<file path="src/core/crs_pkg.sv">
package crs_pkg;

  // ==========================================================
  // register map (byte addresses)
  localparam logic [7:0] OFS_GPR_BASE   = 8'h00;
  localparam logic [7:0] OFS_MAIN_SP    = 8'h40;
  localparam logic [7:0] OFS_PROC_SP    = 8'h44;
  localparam logic [7:0] OFS_STATUS     = 8'h48;
  localparam logic [7:0] OFS_FLAGS      = 8'h4c;
  localparam logic [7:0] OFS_EXCNUM     = 8'h50;
  localparam logic [7:0] OFS_EXEC       = 8'h54;
  localparam logic [7:0] OFS_EXC_MASK   = 8'h58;
  localparam logic [7:0] OFS_FLTMASK_R  = 8'h5c;
  localparam logic [7:0] OFS_THRESH     = 8'h60;
  localparam logic [7:0] OFS_MODE       = 8'h64;
  localparam logic [7:0] OFS_CORE_STATE = 8'h68;

  // ==========================================================
  // register indices and field layout
  localparam int IDX_SP      = 13;
  localparam int IDX_LINK    = 14;
  localparam int IDX_PC      = 15;
  localparam int FLAGS_LSB   = 27;
  localparam int EXCNUM_MSB  = 8;
  localparam int ISTATE_BIT  = 24;
  localparam int MODE_USER   = 0;
  localparam int MODE_ALTSP  = 1;
  localparam int THRESH_W    = 9;

  localparam logic [31:0] FLAGS_MASK  = 32'hf800_0000;
  localparam logic [31:0] EXCNUM_MASK = 32'h0000_01ff;
  localparam logic [31:0] EXEC_MASK   = 32'h0600_fc00;
  localparam logic [31:0] ISTATE_MASK = 32'h0100_0000;
  localparam logic [31:0] SP_ALIGN    = 32'hffff_fffc;
  localparam logic [31:0] PC_ALIGN    = 32'hffff_fffe;

  // ==========================================================
  // reset values
  localparam logic [31:0]         RST_STATUS = 32'h0100_0000;
  localparam logic [THRESH_W-1:0] RST_THRESH = 9'h000;
  localparam logic [1:0]          RST_MODE   = 2'h0;

  localparam logic [1:0] RESP_OKAY   = 2'h0;
  localparam logic [1:0] RESP_SLVERR = 2'h2;

  // ==========================================================
  // pipeline write port
  typedef struct packed {
    logic        en;
    logic [3:0]  idx;
    logic        wide;
    logic [31:0] data;
  } crs_gpr_wr_t;

  typedef struct packed {
    logic        en;
    logic [31:0] ret;
  } crs_call_t;

  typedef enum logic [1:0] {
    ST_IDLE = 2'b00,
    ST_RESP = 2'b01
  } crs_bus_st_t;

endpackage

</file>
<file path="src/core/crs_core.sv">
// The AXI4-Lite register port and the placing of the registers were decided locally.
`timescale 1ns/1ps

module crs_core (
  input  wire logic                  SYS_CLK,
  input  wire logic                  RST_N,
  input  wire logic [7:0]            S_AXI_AWADDR,
  input  wire logic                  S_AXI_AWVALID,
  output logic                       S_AXI_AWREADY,
  input  wire logic [31:0]           S_AXI_WDATA,
  input  wire logic [3:0]            S_AXI_WSTRB,
  input  wire logic                  S_AXI_WVALID,
  output logic                       S_AXI_WREADY,
  output logic [1:0]                 S_AXI_BRESP,
  output logic                       S_AXI_BVALID,
  input  wire logic                  S_AXI_BREADY,
  input  wire logic [7:0]            S_AXI_ARADDR,
  input  wire logic                  S_AXI_ARVALID,
  output logic                       S_AXI_ARREADY,
  output logic [31:0]                S_AXI_RDATA,
  output logic [1:0]                 S_AXI_RRESP,
  output logic                       S_AXI_RVALID,
  input  wire logic                  S_AXI_RREADY,
  input  wire crs_pkg::crs_gpr_wr_t  GPR_WR,
  input  wire crs_pkg::crs_call_t    CALL,
  input  wire logic [3:0]            RD_IDX,
  input  wire logic                  RD_WIDE,
  output logic [31:0]                RD_DATA,
  output logic                       RD_DENIED,
  input  wire logic                  EXC_ENTER,
  input  wire logic [8:0]            EXC_NUM,
  input  wire logic                  EXC_RETURN,
  input  wire logic                  FLAGS_WE,
  input  wire logic [4:0]            FLAGS_IN,
  input  wire logic                  IRQ_REQ,
  input  wire logic [8:0]            IRQ_PRIO,
  input  wire logic                  IRQ_IS_NMI,
  input  wire logic                  IRQ_IS_HARDFAULT,
  output logic                       IRQ_TAKE_OK,
  output logic                       USER_LEVEL,
  output logic                       HANDLER_MODE,
  output logic                       FAULT
);
  import crs_pkg::*;

  // ==========================================================
  // storage
  logic [31:0]         gpr [0:15];
  logic [31:0]         main_stack_ptr;
  logic [31:0]         process_stack_ptr;
  logic [31:0]         program_status;
  logic                exception_mask_primary;
  logic                fault_level_mask;
  logic [THRESH_W-1:0] priority_mask_threshold;
  logic [1:0]          operating_mode_select;
  logic                handler;
  crs_bus_st_t         wr_st;
  crs_bus_st_t         rd_st;
  logic                aw_got;
  logic                w_got;
  logic [7:0]          aw_addr;
  logic [31:0]         w_data;
  logic [3:0]          w_strb;

  // ==========================================================
  // mode and stack selection
  logic        user_now;
  logic        use_proc_sp;
  logic [31:0] stack_ptr;

  assign user_now = !handler && operating_mode_select[MODE_USER];
  assign use_proc_sp = !handler && user_now
                       && operating_mode_select[MODE_ALTSP];
  assign stack_ptr = (use_proc_sp ? process_stack_ptr : main_stack_ptr)
                     & SP_ALIGN;

  // ==========================================================
  // bus write decode
  logic        bus_do_wr;
  logic [31:0] bw;
  logic        bus_ok_wr;

  assign bus_do_wr = aw_got && w_got && wr_st == ST_IDLE;
  always_comb begin
    for (int b = 0; b < 4; b++) begin
      bw[b*8 +: 8] = w_strb[b] ? w_data[b*8 +: 8] : 8'h00;
    end
  end
  assign bus_ok_wr = aw_addr <= OFS_CORE_STATE && aw_addr[1:0] == 2'h0;

  function automatic logic [31:0] merge(input logic [31:0] old,
                                        input logic [31:0] nw,
                                        input logic [3:0]  st);
    logic [31:0] r;
    r = old;
    for (int b = 0; b < 4; b++) begin
      if (st[b]) begin
        r[b*8 +: 8] = nw[b*8 +: 8];
      end
    end
    return r;
  endfunction

  // ==========================================================
  // general purpose, link and program counter
  logic gpr_wr_ok;
  assign gpr_wr_ok = GPR_WR.en && (GPR_WR.idx < 4'h8
                     || GPR_WR.wide);

  genvar gi;
  generate
    for (gi = 0; gi < 16; gi++) begin : g_gpr
      if (gi != IDX_SP) begin : g_reg
        always_ff @(posedge SYS_CLK) begin
          if (!RST_N) begin
            gpr[gi] <= 32'h0;
          end else if (gi == IDX_LINK && CALL.en) begin
            gpr[gi] <= CALL.ret;
          end else if (gpr_wr_ok && GPR_WR.idx == 4'(gi)) begin
            gpr[gi] <= (gi == IDX_PC) ? (GPR_WR.data & PC_ALIGN)
                                      : GPR_WR.data;
          end else if (bus_do_wr && bus_ok_wr
                       && aw_addr == OFS_GPR_BASE + 8'(gi * 4)) begin
            gpr[gi] <= (gi == IDX_PC)
                       ? (merge(gpr[gi], bw, w_strb) & PC_ALIGN)
                       : merge(gpr[gi], bw, w_strb);
          end
        end
      end else begin : g_sp
        assign gpr[gi] = stack_ptr;
      end
    end
  endgenerate

  // ==========================================================
  // banked stack pointers
  logic sp_pipe_wr;
  assign sp_pipe_wr = gpr_wr_ok && GPR_WR.idx == 4'(IDX_SP);

  always_ff @(posedge SYS_CLK) begin
    if (!RST_N) begin
      main_stack_ptr <= 32'h0;
    end else if (sp_pipe_wr && !use_proc_sp) begin
      main_stack_ptr <= GPR_WR.data & SP_ALIGN;
    end else if (bus_do_wr && aw_addr == OFS_MAIN_SP) begin
      main_stack_ptr <= merge(main_stack_ptr, bw, w_strb) & SP_ALIGN;
    end
  end

  always_ff @(posedge SYS_CLK) begin
    if (!RST_N) begin
      process_stack_ptr <= 32'h0;
    end else if (sp_pipe_wr && use_proc_sp) begin
      process_stack_ptr <= GPR_WR.data & SP_ALIGN;
    end else if (bus_do_wr && aw_addr == OFS_PROC_SP) begin
      process_stack_ptr <= merge(process_stack_ptr, bw, w_strb)
                           & SP_ALIGN;
    end
  end

  // ==========================================================
  // program status views
  logic        st_wr;
  logic [31:0] st_mask;
  logic [31:0] st_val;
  logic        istate_clear;

  always_comb begin
    st_wr   = bus_do_wr && !user_now;
    st_mask = 32'h0;
    unique case (aw_addr)
      OFS_STATUS: st_mask = FLAGS_MASK | EXCNUM_MASK | EXEC_MASK;
      OFS_FLAGS:  st_mask = FLAGS_MASK;
      OFS_EXCNUM: st_mask = EXCNUM_MASK;
      OFS_EXEC:   st_mask = EXEC_MASK | ISTATE_MASK;
      default:    st_wr = 1'b0;
    endcase
  end
  assign st_val = merge(program_status, bw, w_strb);
  assign istate_clear = st_wr && (aw_addr == OFS_STATUS
                        || aw_addr == OFS_EXEC)
                        && w_strb[3] && !bw[ISTATE_BIT];

  always_ff @(posedge SYS_CLK) begin
    if (!RST_N) begin
      program_status <= RST_STATUS;
    end else begin
      if (st_wr && !istate_clear) begin
        program_status <= ((program_status & ~st_mask)
                           | (st_val & st_mask))
                          | ISTATE_MASK;
      end
      if (FLAGS_WE) begin
        program_status[31:FLAGS_LSB] <= FLAGS_IN;
      end
      if (EXC_ENTER) begin
        program_status[EXCNUM_MSB:0] <= EXC_NUM;
      end else if (EXC_RETURN) begin
        program_status[EXCNUM_MSB:0] <= 9'h000;
      end
    end
  end

  // ==========================================================
  // handler mode tracking
  always_ff @(posedge SYS_CLK) begin
    if (!RST_N) begin
      handler <= 1'b0;
    end else if (EXC_ENTER) begin
      handler <= 1'b1;
    end else if (EXC_RETURN) begin
      handler <= 1'b0;
    end
  end

  // ==========================================================
  // masks and mode control
  logic priv_wr;
  assign priv_wr = bus_do_wr && !user_now;
  logic [31:0] thr_merged;
  assign thr_merged = merge(32'(priority_mask_threshold), bw, w_strb);

  always_ff @(posedge SYS_CLK) begin
    if (!RST_N) begin
      exception_mask_primary  <= 1'b0;
      fault_level_mask        <= 1'b0;
      priority_mask_threshold <= RST_THRESH;
      operating_mode_select   <= RST_MODE;
    end else begin
      if (priv_wr && aw_addr == OFS_EXC_MASK && w_strb[0]) begin
        exception_mask_primary <= bw[0];
      end
      if (priv_wr && aw_addr == OFS_FLTMASK_R && w_strb[0]) begin
        fault_level_mask <= bw[0];
      end
      if (priv_wr && aw_addr == OFS_THRESH) begin
        priority_mask_threshold <= thr_merged[THRESH_W-1:0];
      end
      if (priv_wr && aw_addr == OFS_MODE && w_strb[0]) begin
        operating_mode_select <= {bw[MODE_ALTSP] && !handler,
                                  bw[MODE_USER]};
      end
      if (EXC_ENTER) begin
        operating_mode_select[MODE_ALTSP] <= 1'b0;
      end
    end
  end

  // ==========================================================
  // exception gating
  logic thresh_block;
  logic next_take_ok;
  assign thresh_block = priority_mask_threshold != RST_THRESH
                        && IRQ_PRIO >= priority_mask_threshold;
  always_comb begin
    if (!IRQ_REQ) begin
      next_take_ok = 1'b0;
    end else if (IRQ_IS_NMI) begin
      next_take_ok = 1'b1;
    end else if (fault_level_mask) begin
      next_take_ok = 1'b0;
    end else if (IRQ_IS_HARDFAULT) begin
      next_take_ok = 1'b1;
    end else begin
      next_take_ok = !exception_mask_primary && !thresh_block;
    end
  end

  // ==========================================================
  // pipeline read port and status outputs
  logic rd_denied;
  logic user_bus_wr;
  assign rd_denied = RD_IDX >= 4'h8 && RD_IDX <= 4'hc && !RD_WIDE;
  assign user_bus_wr = bus_do_wr && user_now
                       && aw_addr >= OFS_STATUS;

  always_ff @(posedge SYS_CLK) begin
    if (!RST_N) begin
      RD_DATA      <= 32'h0;
      RD_DENIED    <= 1'b0;
      IRQ_TAKE_OK  <= 1'b0;
      USER_LEVEL   <= 1'b0;
      HANDLER_MODE <= 1'b0;
      FAULT        <= 1'b0;
    end else begin
      RD_DATA      <= rd_denied ? 32'h0 : gpr[RD_IDX];
      RD_DENIED    <= rd_denied;
      IRQ_TAKE_OK  <= next_take_ok;
      USER_LEVEL   <= user_now;
      HANDLER_MODE <= handler;
      FAULT        <= istate_clear || user_bus_wr;
    end
  end

  // ==========================================================
  // axi4-lite write channel
  always_ff @(posedge SYS_CLK) begin
    if (!RST_N) begin
      aw_got        <= 1'b0;
      w_got         <= 1'b0;
      aw_addr       <= 8'h00;
      w_data        <= 32'h0;
      w_strb        <= 4'h0;
      S_AXI_AWREADY <= 1'b0;
      S_AXI_WREADY  <= 1'b0;
      S_AXI_BVALID  <= 1'b0;
      S_AXI_BRESP   <= RESP_OKAY;
      wr_st         <= ST_IDLE;
    end else begin
      S_AXI_AWREADY <= !aw_got && !S_AXI_AWREADY && wr_st == ST_IDLE;
      S_AXI_WREADY  <= !w_got && !S_AXI_WREADY && wr_st == ST_IDLE;
      if (S_AXI_AWVALID && S_AXI_AWREADY) begin
        aw_got  <= 1'b1;
        aw_addr <= S_AXI_AWADDR;
      end
      if (S_AXI_WVALID && S_AXI_WREADY) begin
        w_got  <= 1'b1;
        w_data <= S_AXI_WDATA;
        w_strb <= S_AXI_WSTRB;
      end
      unique case (wr_st)
        ST_IDLE: begin
          if (bus_do_wr) begin
            aw_got       <= 1'b0;
            w_got        <= 1'b0;
            S_AXI_BVALID <= 1'b1;
            S_AXI_BRESP  <= (bus_ok_wr && !user_bus_wr
                             && !istate_clear) ? RESP_OKAY : RESP_SLVERR;
            wr_st        <= ST_RESP;
          end
        end
        ST_RESP: begin
          if (S_AXI_BREADY) begin
            S_AXI_BVALID <= 1'b0;
            wr_st        <= ST_IDLE;
          end
        end
      endcase
    end
  end

  // ==========================================================
  // axi4-lite read channel
  logic [31:0] rmux;
  logic        rok;
  always_comb begin
    rok  = 1'b1;
    rmux = 32'h0;
    if (S_AXI_ARADDR < OFS_MAIN_SP) begin
      rmux = gpr[S_AXI_ARADDR[5:2]];
    end else begin
      unique case (S_AXI_ARADDR)
        OFS_MAIN_SP:    rmux = main_stack_ptr;
        OFS_PROC_SP:    rmux = process_stack_ptr;
        OFS_STATUS:     rmux = program_status;
        OFS_FLAGS:      rmux = program_status & FLAGS_MASK;
        OFS_EXCNUM:     rmux = program_status & EXCNUM_MASK;
        OFS_EXEC:       rmux = program_status & (EXEC_MASK | ISTATE_MASK);
        OFS_EXC_MASK:   rmux = {31'h0, exception_mask_primary};
        OFS_FLTMASK_R:  rmux = {31'h0, fault_level_mask};
        OFS_THRESH:     rmux = {23'h0, priority_mask_threshold};
        OFS_MODE:       rmux = {30'h0, operating_mode_select};
        OFS_CORE_STATE: rmux = {30'h0, handler, user_now};
        default:        rok = 1'b0;
      endcase
    end
  end

  always_ff @(posedge SYS_CLK) begin
    if (!RST_N) begin
      S_AXI_ARREADY <= 1'b0;
      S_AXI_RVALID  <= 1'b0;
      S_AXI_RDATA   <= 32'h0;
      S_AXI_RRESP   <= RESP_OKAY;
      rd_st         <= ST_IDLE;
    end else begin
      S_AXI_ARREADY <= rd_st == ST_IDLE && !S_AXI_ARREADY;
      unique case (rd_st)
        ST_IDLE: begin
          if (S_AXI_ARVALID && S_AXI_ARREADY) begin
            S_AXI_RVALID  <= 1'b1;
            S_AXI_RDATA   <= rok ? rmux : 32'h0;
            S_AXI_RRESP   <= rok ? RESP_OKAY : RESP_SLVERR;
            S_AXI_ARREADY <= 1'b0;
            rd_st         <= ST_RESP;
          end
        end
        ST_RESP: begin
          if (S_AXI_RREADY) begin
            S_AXI_RVALID <= 1'b0;
            rd_st        <= ST_IDLE;
          end
        end
      endcase
    end
  end

  // ==========================================================
  // checks
  chk_istate_held: assert property (@(posedge SYS_CLK) disable iff (!RST_N)
    program_status[ISTATE_BIT]) else $error("state bit cleared");
  chk_sp_aligned: assert property (@(posedge SYS_CLK) disable iff (!RST_N)
    stack_ptr[1:0] == 2'h0) else $error("sp misaligned");
  chk_pc_aligned: assert property (@(posedge SYS_CLK) disable iff (!RST_N)
    !gpr[IDX_PC][0]) else $error("pc misaligned");
  chk_link_call: assert property (@(posedge SYS_CLK) disable iff (!RST_N)
    CALL.en |=> gpr[IDX_LINK] == $past(CALL.ret))
    else $error("link not written");
  chk_fault_nmi: assert property (@(posedge SYS_CLK) disable iff (!RST_N)
    IRQ_REQ && fault_level_mask && !IRQ_IS_NMI |=> !IRQ_TAKE_OK)
    else $error("fault mask leak");
  chk_prim_gate: assert property (@(posedge SYS_CLK) disable iff (!RST_N)
    IRQ_REQ && exception_mask_primary && !IRQ_IS_NMI
    && !IRQ_IS_HARDFAULT |=> !IRQ_TAKE_OK)
    else $error("primary mask leak");
  chk_thresh_zero: assert property (@(posedge SYS_CLK) disable iff (!RST_N)
    IRQ_REQ && priority_mask_threshold == 9'h0 && !exception_mask_primary
    && !fault_level_mask |=> IRQ_TAKE_OK)
    else $error("zero threshold blocked");
  chk_thresh_block: assert property (@(posedge SYS_CLK) disable iff (!RST_N)
    IRQ_REQ && !IRQ_IS_NMI && !IRQ_IS_HARDFAULT && thresh_block
    |=> !IRQ_TAKE_OK) else $error("threshold leak");
  chk_handler_msp: assert property (@(posedge SYS_CLK) disable iff (!RST_N)
    EXC_ENTER |=> !operating_mode_select[MODE_ALTSP] && handler)
    else $error("alt stack in handler");
  chk_handler_nostack: assert property (@(posedge SYS_CLK)
    disable iff (!RST_N) handler |-> !operating_mode_select[MODE_ALTSP])
    else $error("alt stack held in handler");
  chk_high_denied: assert property (@(posedge SYS_CLK) disable iff (!RST_N)
    RD_IDX == 4'h9 && !RD_WIDE |=> RD_DENIED)
    else $error("high reg narrow access");

endmodule

</file>
<file path="config.mk">
export PLATFORM = sky130hd
export DESIGN_NAME = crs_core
export DESIGN_NICKNAME = d
export VERILOG_FILES = /design/src/core/crs_pkg.sv /design/src/core/crs_core.sv
export SDC_FILE = /design/constraint.sdc
export NUM_CORES = 2
export LEC_CHECK = 0
export BUFFER_PORTS_ARGS = -buffer_cell sky130_fd_sc_hd__buf_4
export CORE_MARGIN = 4
export CORE_UTILIZATION = 40
export CTS_BUF_LIST = sky130_fd_sc_hd__clkbuf_8 sky130_fd_sc_hd__clkbuf_16
export CTS_CLUSTER_SIZE = 28
export DETAILED_ROUTE_END_ITERATION = 12
export PLACE_DENSITY = 0.52
export SLEW_MARGIN = 20
export SYNTH_ARGS = -nofsm -noshare
export SYNTH_HDL_FRONTEND = slang
export SYNTH_SLANG_ARGS = --single-unit
</file>
<file path="constraint.sdc">
create_clock -name SYS_CLK -period 2.75 [get_ports SYS_CLK]
set_input_delay 0.1375 -clock SYS_CLK [delete_from_list [all_inputs] [get_ports SYS_CLK]]
set_output_delay 0.1375 -clock SYS_CLK [all_outputs]
set_load 0.1 [all_outputs]
</file>
== After elaboration in Yosys (flattened, before gate mapping) ==
Index checks and enable logic that the tools add are counted.

* Output and inout bits: 78
* Word-level logic and storage cells: 525
* Register bits after elaboration: 712
* Bits of input ports: 164

* Equal/unequal tests: 56
* Magnitude comparators: 9
* Bitwise operators: 7
* Mux-type cells: 92
* Reductions and logical operators: 262

{| class="wikitable"
|+ Operators with widths
! operator !! number
|-
| $mux 32 || 43
|-
| $pmux 32 s11 || 1
|-
| $bmux 32 s4 || 2
|-
| $eq 8x7->1 const B || 21
|-
| $reduce_bool 2->1 || 82
|-
| $reduce_and 2->1 || 75
|-
| $pmux 32 s4 || 1
|-
| $mux 8 || 12
|-
| $logic_and 1x1->1 || 72
|-
| $and 32x32->32 || 2
|-
| $eq 8x6->1 const B || 7
|-
| $eq 4x4->1 const B || 8
|-
| $eq 8x5->1 const B || 4
|-
| $not 32->32 || 1
|-
| $or 32x32->32 || 1
|-
| $mux 1 || 20
|-
| $mux 9 || 2
|-
| $reduce_bool 3->1 || 6
|-
| $eq 4x3->1 const B || 4
|-
| $eq 8x4->1 const B || 2
|-
| $logic_not 1->1 || 14
|-
| $mux 2 || 6
|-
| $reduce_or 11->1 || 1
|-
| $ge 5x5->1 const B || 2
|-
| 25 further kinds || 37
|}

== Logic depth before layout (Yosys ltp) ==
* Word-level depth: 13
* Depth in mapped cells: 10
* Gate-level depth less buffers: 7

== Least setup slack after synthesis ==
OpenSTA, ideal clock, no wires.

* Kind: flip-flop to flip-flop
* From: register, netlist name S_AXI_BVALID
* To: register gpr[256] (netlist bit)
* Buffers on the path: 4
* Clock period less this slack: 2.489 ns
* Data arrival time: 2.398 ns
* Library setup time: 0.091 ns
* Stages on the path, launching flop included: 9
* Setup slack: 0.261 ns
* Required time: 2.659 ns
* Cells stage by stage: dfxtp_1 and3b_1 clkbuf_1 buf_2 o211ai_1 buf_2 o21ai_2 buf_2 a311oi_1

{| class="wikitable"
|+ RTL lines
! what !! line !! text
|-
| end signal: indexed assignment || crs_core.sv:118 || <nowiki>gpr[gi] <= CALL.ret;</nowiki>
|-
| end signal: indexed assignment || crs_core.sv:120 || <nowiki>gpr[gi] <= (gi == IDX_PC) ? (GPR_WR.data & PC_ALIGN)</nowiki>
|-
| end signal: indexed assignment || crs_core.sv:124 || <nowiki>gpr[gi] <= (gi == IDX_PC)</nowiki>
|-
| end: declaration || crs_core.sv:48 || <nowiki>logic [31:0] gpr [0:15];</nowiki>
|}

== Worst setup path after layout ==
* From: register aw_addr[7]
* To: register gpr[45] (netlist bit)

* Word-level cells in the longest chain between the ends: 6
* Elaborated cells between the ends (all ways): 7
* Classes of those cells: 1 x order compare; 1 x eq/ne; 5 x reduce/logical

{| class="wikitable"
|+ Ends and longest elaborated chain
! what !! line !! text
|-
| start: declaration || crs_core.sv:61 || <nowiki>logic [7:0] aw_addr;</nowiki>
|-
| start signal: assignment || crs_core.sv:301 || <nowiki>aw_addr <= 8'h00;</nowiki>
|-
| start signal: assignment || crs_core.sv:314 || <nowiki>aw_addr <= S_AXI_AWADDR;</nowiki>
|-
| $le 8x7->1 || crs_core.sv:89 || <nowiki>assign bus_ok_wr = aw_addr <= OFS_CORE_STATE && aw_addr[1:0] == 2'h0;</nowiki>
|-
| $logic_and 1x1->1 || crs_core.sv:89 ||
|-
| $logic_and 1x1->1 || crs_core.sv:122 || <nowiki>end else if (bus_do_wr && bus_ok_wr</nowiki>
|-
| $logic_and 1x1->1 * || crs_core.sv:123 || <nowiki>&& aw_addr == OFS_GPR_BASE + 8'(gi * 4)) begin</nowiki>
|-
| $reduce_bool 3->1 (no source line) * || - ||
|-
| $reduce_and 2->1 (no source line) * || - ||
|}

Every way passes the cells marked *; elsewhere a longest branch is shown, timed or not.
A chain may end at the register's enable or synchronous reset.

==> metrics <==
status=completed; Synth Instances=~4,600; clock buffer depth=3; fin crit share=98.4%; CTS Root Buffer Type=clkbuf_16; Most used DFF post-synth=dfxtp_1; worst hold-check path type=input port to flop; yosys warns=0; layout cells sized above 1=20.5%; fin crit period=roughly 2.7 ns; metal2 WL=between 80,000 and 90,000 microns; register bit count reported by yosys=~700; Reg clk slew, reported paths=approximately 0.06 ns; fmax=0.370 GHz; Mapped Area=~40,000 sq um; Starting Density=between 40% and 50%; first-pass iteration count of the detailed router=6; via count=approximately 40,000; Setup CP Type=flop to flop; Setup Viol. Count Final=0; Crit. End Element=flop; placed instance count=5,876; TritonCTS clock tree=yes; Pwr Density=528 nW/um^2; M1 WL=76,200 microns; Yosys top cell area share=approximately a third; clock network power share=45.1%; first-pass GRT wire length=around 260,000 microns; Seq/Total Area, Yosys=34.9%; power share of the sequential group=about two fifths; Slew Viols, Final=0; # Post-CTS Setup Buffers=0; Final Util=48.4%; Wirelength per Cell=between 20 and 30 microns; pin count of the biggest net entering global routing=75; WL met3=about 15,000 microns; Startpoint Class=flop; P_sw=approximately 0.007 W; FP Rows=around 120; GPL Wtd Cong=between 0.8 and 0.9; WP data arrival=3.30 ns; P&R area growth vs syn=19.7%; Num CTS Buffers=a little over 80; largest area contributor in the netlist=dfxtp_1; VDD IR max=about 460 uV; Synth area leaders=dfxtp_1, mux4_2, a311oi_1; post-route ant nets=0; Port Buffers=239; Die H=about 320 microns; grt total ovfl=0; H-tree depth=3; Remaining DRCs=0; Int Power=roughly 0.018 W; dpl hpwl=117,000 microns; vias per cell=~6.5; max-cap viol count=0; switch share=28.0%; Nets=between 4,000 and 5,000; Core Region=between 90,000 and 100,000 sq um; async set-reset flop share out of synthesis=0%; synthesized area per cell=about 8.6 sq um; RSZ-0062 raised after global routing=no; critical path peak fanout=14; Die ar.=around 100,000 sq um; Max-Slew Margin vs Limit=17.7%; Worst Tran Pin Value=around 1.2 ns; initial antenna violation count=3; synth unique cells=79; Finished Layout Cells=6,158; Routed WL=181,000 microns; final hold violation count=0; vias in the first global route=~38,000; Leak=approximately 17 nW; Ports=around 240; uppermost layer routed=met4; number of flops mapped to enable cells by yosys=0; worst-skew pair later-pin latency=~0.66 ns; Fillers=between 9,000 and 10,000; Clock Skew=0.0310 ns; Die X=324 microns; combinational power share=between 10% and 20%; Required @ worst endpoint=around 3.4 ns; GRT Total Usage=between 30% and 40%; Detailed Route Iter0 Violations=between 4,000 and 5,000; CTS sink count=roughly 700
## timing repair
action	in CTS	in global routing
pin swaps	0	0
hold buffers	137	0
resized for setup	1	7
endpoints found under the setup margin	8	44
endpoints found under the hold margin	598	0
## cells in the mapped netlist (all sizes together) (4+ instances only)
library cell	count
a311o	4
o22ai	44
and3	8
and2	24
a221o	24
a32o	11
nand4	5
mux2i	240
nand2	825
a311oi	361
nor2b	15
o21ai	204
nor3b	25
o21bai	8
clkbuf	377
nand2b	11
o211a	42
buf	159
or2	4
nand3b	21
dfxtp	697
or3	7
o211ai	56
mux2	95
a211oi	56
a21o	12
mux4	186
nor4	11
nand3	166
a22oi	15
a32oi	4
nor4b	9
nor2	495
nor3	24
o221ai	42
ha	9
a22o	39
a221oi	17
a21oi	235
inv	16
## final timing paths
check                             end  slack (ns)                      from  cells past startpoint
min reg2reg  S_AXI_ARREADY$_SDFF_PN0_        0.48  S_AXI_ARREADY$_SDFF_PN0_                      1
max reg2reg      gpr[45]$_SDFFE_PN0P_        0.04   aw_addr[7]$_SDFFE_PN0P_                      5
max              gpr[45]$_SDFFE_PN0P_        0.04   aw_addr[7]$_SDFFE_PN0P_                      5
min            w_data[0]$_SDFFE_PN0P_        0.06              S_AXI_WVALID                      4
## registers in the layout, indices dropped and copies added (netlist names), 2 cells and up, named ones only
signal                   count
RD_DATA                     32
S_AXI_RDATA                 32
aw_addr                      8
gpr                        479
main_stack_ptr              30
operating_mode_select        2
priority_mask_threshold      9
process_stack_ptr           30
program_status              14
w_data                      32
w_strb                       4
## worst max-delay path, cell delays in order, from the launching register on
cell      delay [ns]
dfxtp_1         0.71
and4bb_2        0.34
nor3b_4         0.16
buf_4           0.19
a21oi_1         0.96
a221o_1         0.28
## per-layer routing
layer / up-vias / GRT usage [%]
met2: 2138 / 52.8
met1: 19700 / 46.7
li1: 17600 / -
met4: 0 / 14.4
met3: 440 / 4.74
met5: - / 0
## layout by cell type (no fill, tap or decap), types with 13 or more instances in the layout
master         Yosys  layout
nand2_1          825     816
dfxtp_1          697     697
nor2_1           495     485
buf_4             21     439
a311oi_1         361     361
mux2i_1          240     240
a21oi_1          233     233
mux4_2           186     186
nand3_1          166     161
o21ai_0          161     160
dlygate4sd3_1      0     137
mux2_2            95      95
clkbuf_16          0      85
o211ai_1          56      56
a211oi_1          55      55
o22ai_1           44      44
o221ai_1          42      42
o211a_1           42      42
a22o_1            39      39
buf_12             0      39
o21ai_2           40      35
inv_1             15      34
a221o_1           24      24
nand3b_1          21      21
nor3b_1           22      21
nor3_1            23      21
and2_1            24      20
a221oi_1          17      17
a22oi_1           15      15
clkinv_2           0      14
clkbuf_8           0      14
nor2b_1           15      13
## per-stage QoR
| step | power (W) | hold WS (ns) | setup slack, ns | area (sq um) | TNS [ns] |
|---|---|---|---|---|---|
| CTS | 0.0253 | 0.00823 | 0.0281 | 47800 | 0 |
| detailed placement | 0.0138 | 0.395 | -0.113 | 43700 | -0.860 |
| global placement | 0.0138 | 0.387 | -0.102 | 43700 | -0.750 |
| floorplan | 0.0126 | 0.273 | 0.261 | 39900 | 0 |
| finish | 0.0252 | 0.0592 | 0.0447 | 47800 | 0 |
| global route | 0.0259 | 0.0307 | 0.0161 | 47800 | 0 |
## power by group through the flow
stage | clock network (W) | registers, W | logic (W)
finish | 0.0114 | 0.0106 | 0.00325
global route | 0.0119 | 0.0106 | 0.00340
CTS | 0.0115 | 0.0106 | 0.00319
detailed placement | 0 | 0.0108 | 0.00302
global placement | 0 | 0.0108 | 0.00301
floorplan | 0 | 0.0109 | 0.00167
## cell type report
cell class / instances / area (sq um) / share of cell area (%)
Timing Repair Buffer: 619 / 5500 / 11.5
Clock inverter: 44 / 407 / 0.850
Tap cell: 1287 / 1610 / 3.37
Sequential cell: 697 / 14000 / 29.2
Antenna cell: 2 / 5.00 / 0.0105
Clock buffer: 99 / 2320 / 4.85
Multi-Input combinational cell: 3394 / 24000 / 50.1
Inverter: 16 / 67.6 / 0.141
## cells by family after synthesis
family                   after synthesis  share of synthesized area (%)
XOR/XNOR                               2                         0.0439
buffers and inverters                552                           5.72
multiplexers                         521                           19.2
AND/OR/NAND/NOR                     1667                           17.8
other                                  1                        0.00939
adder cells (fa/ha/maj)                9                          0.282
flip-flops                           697                           34.9
AO/OA/AOI/OAI                       1193                           22.0
No activity file was read; power rests on OpenSTA's default activity.
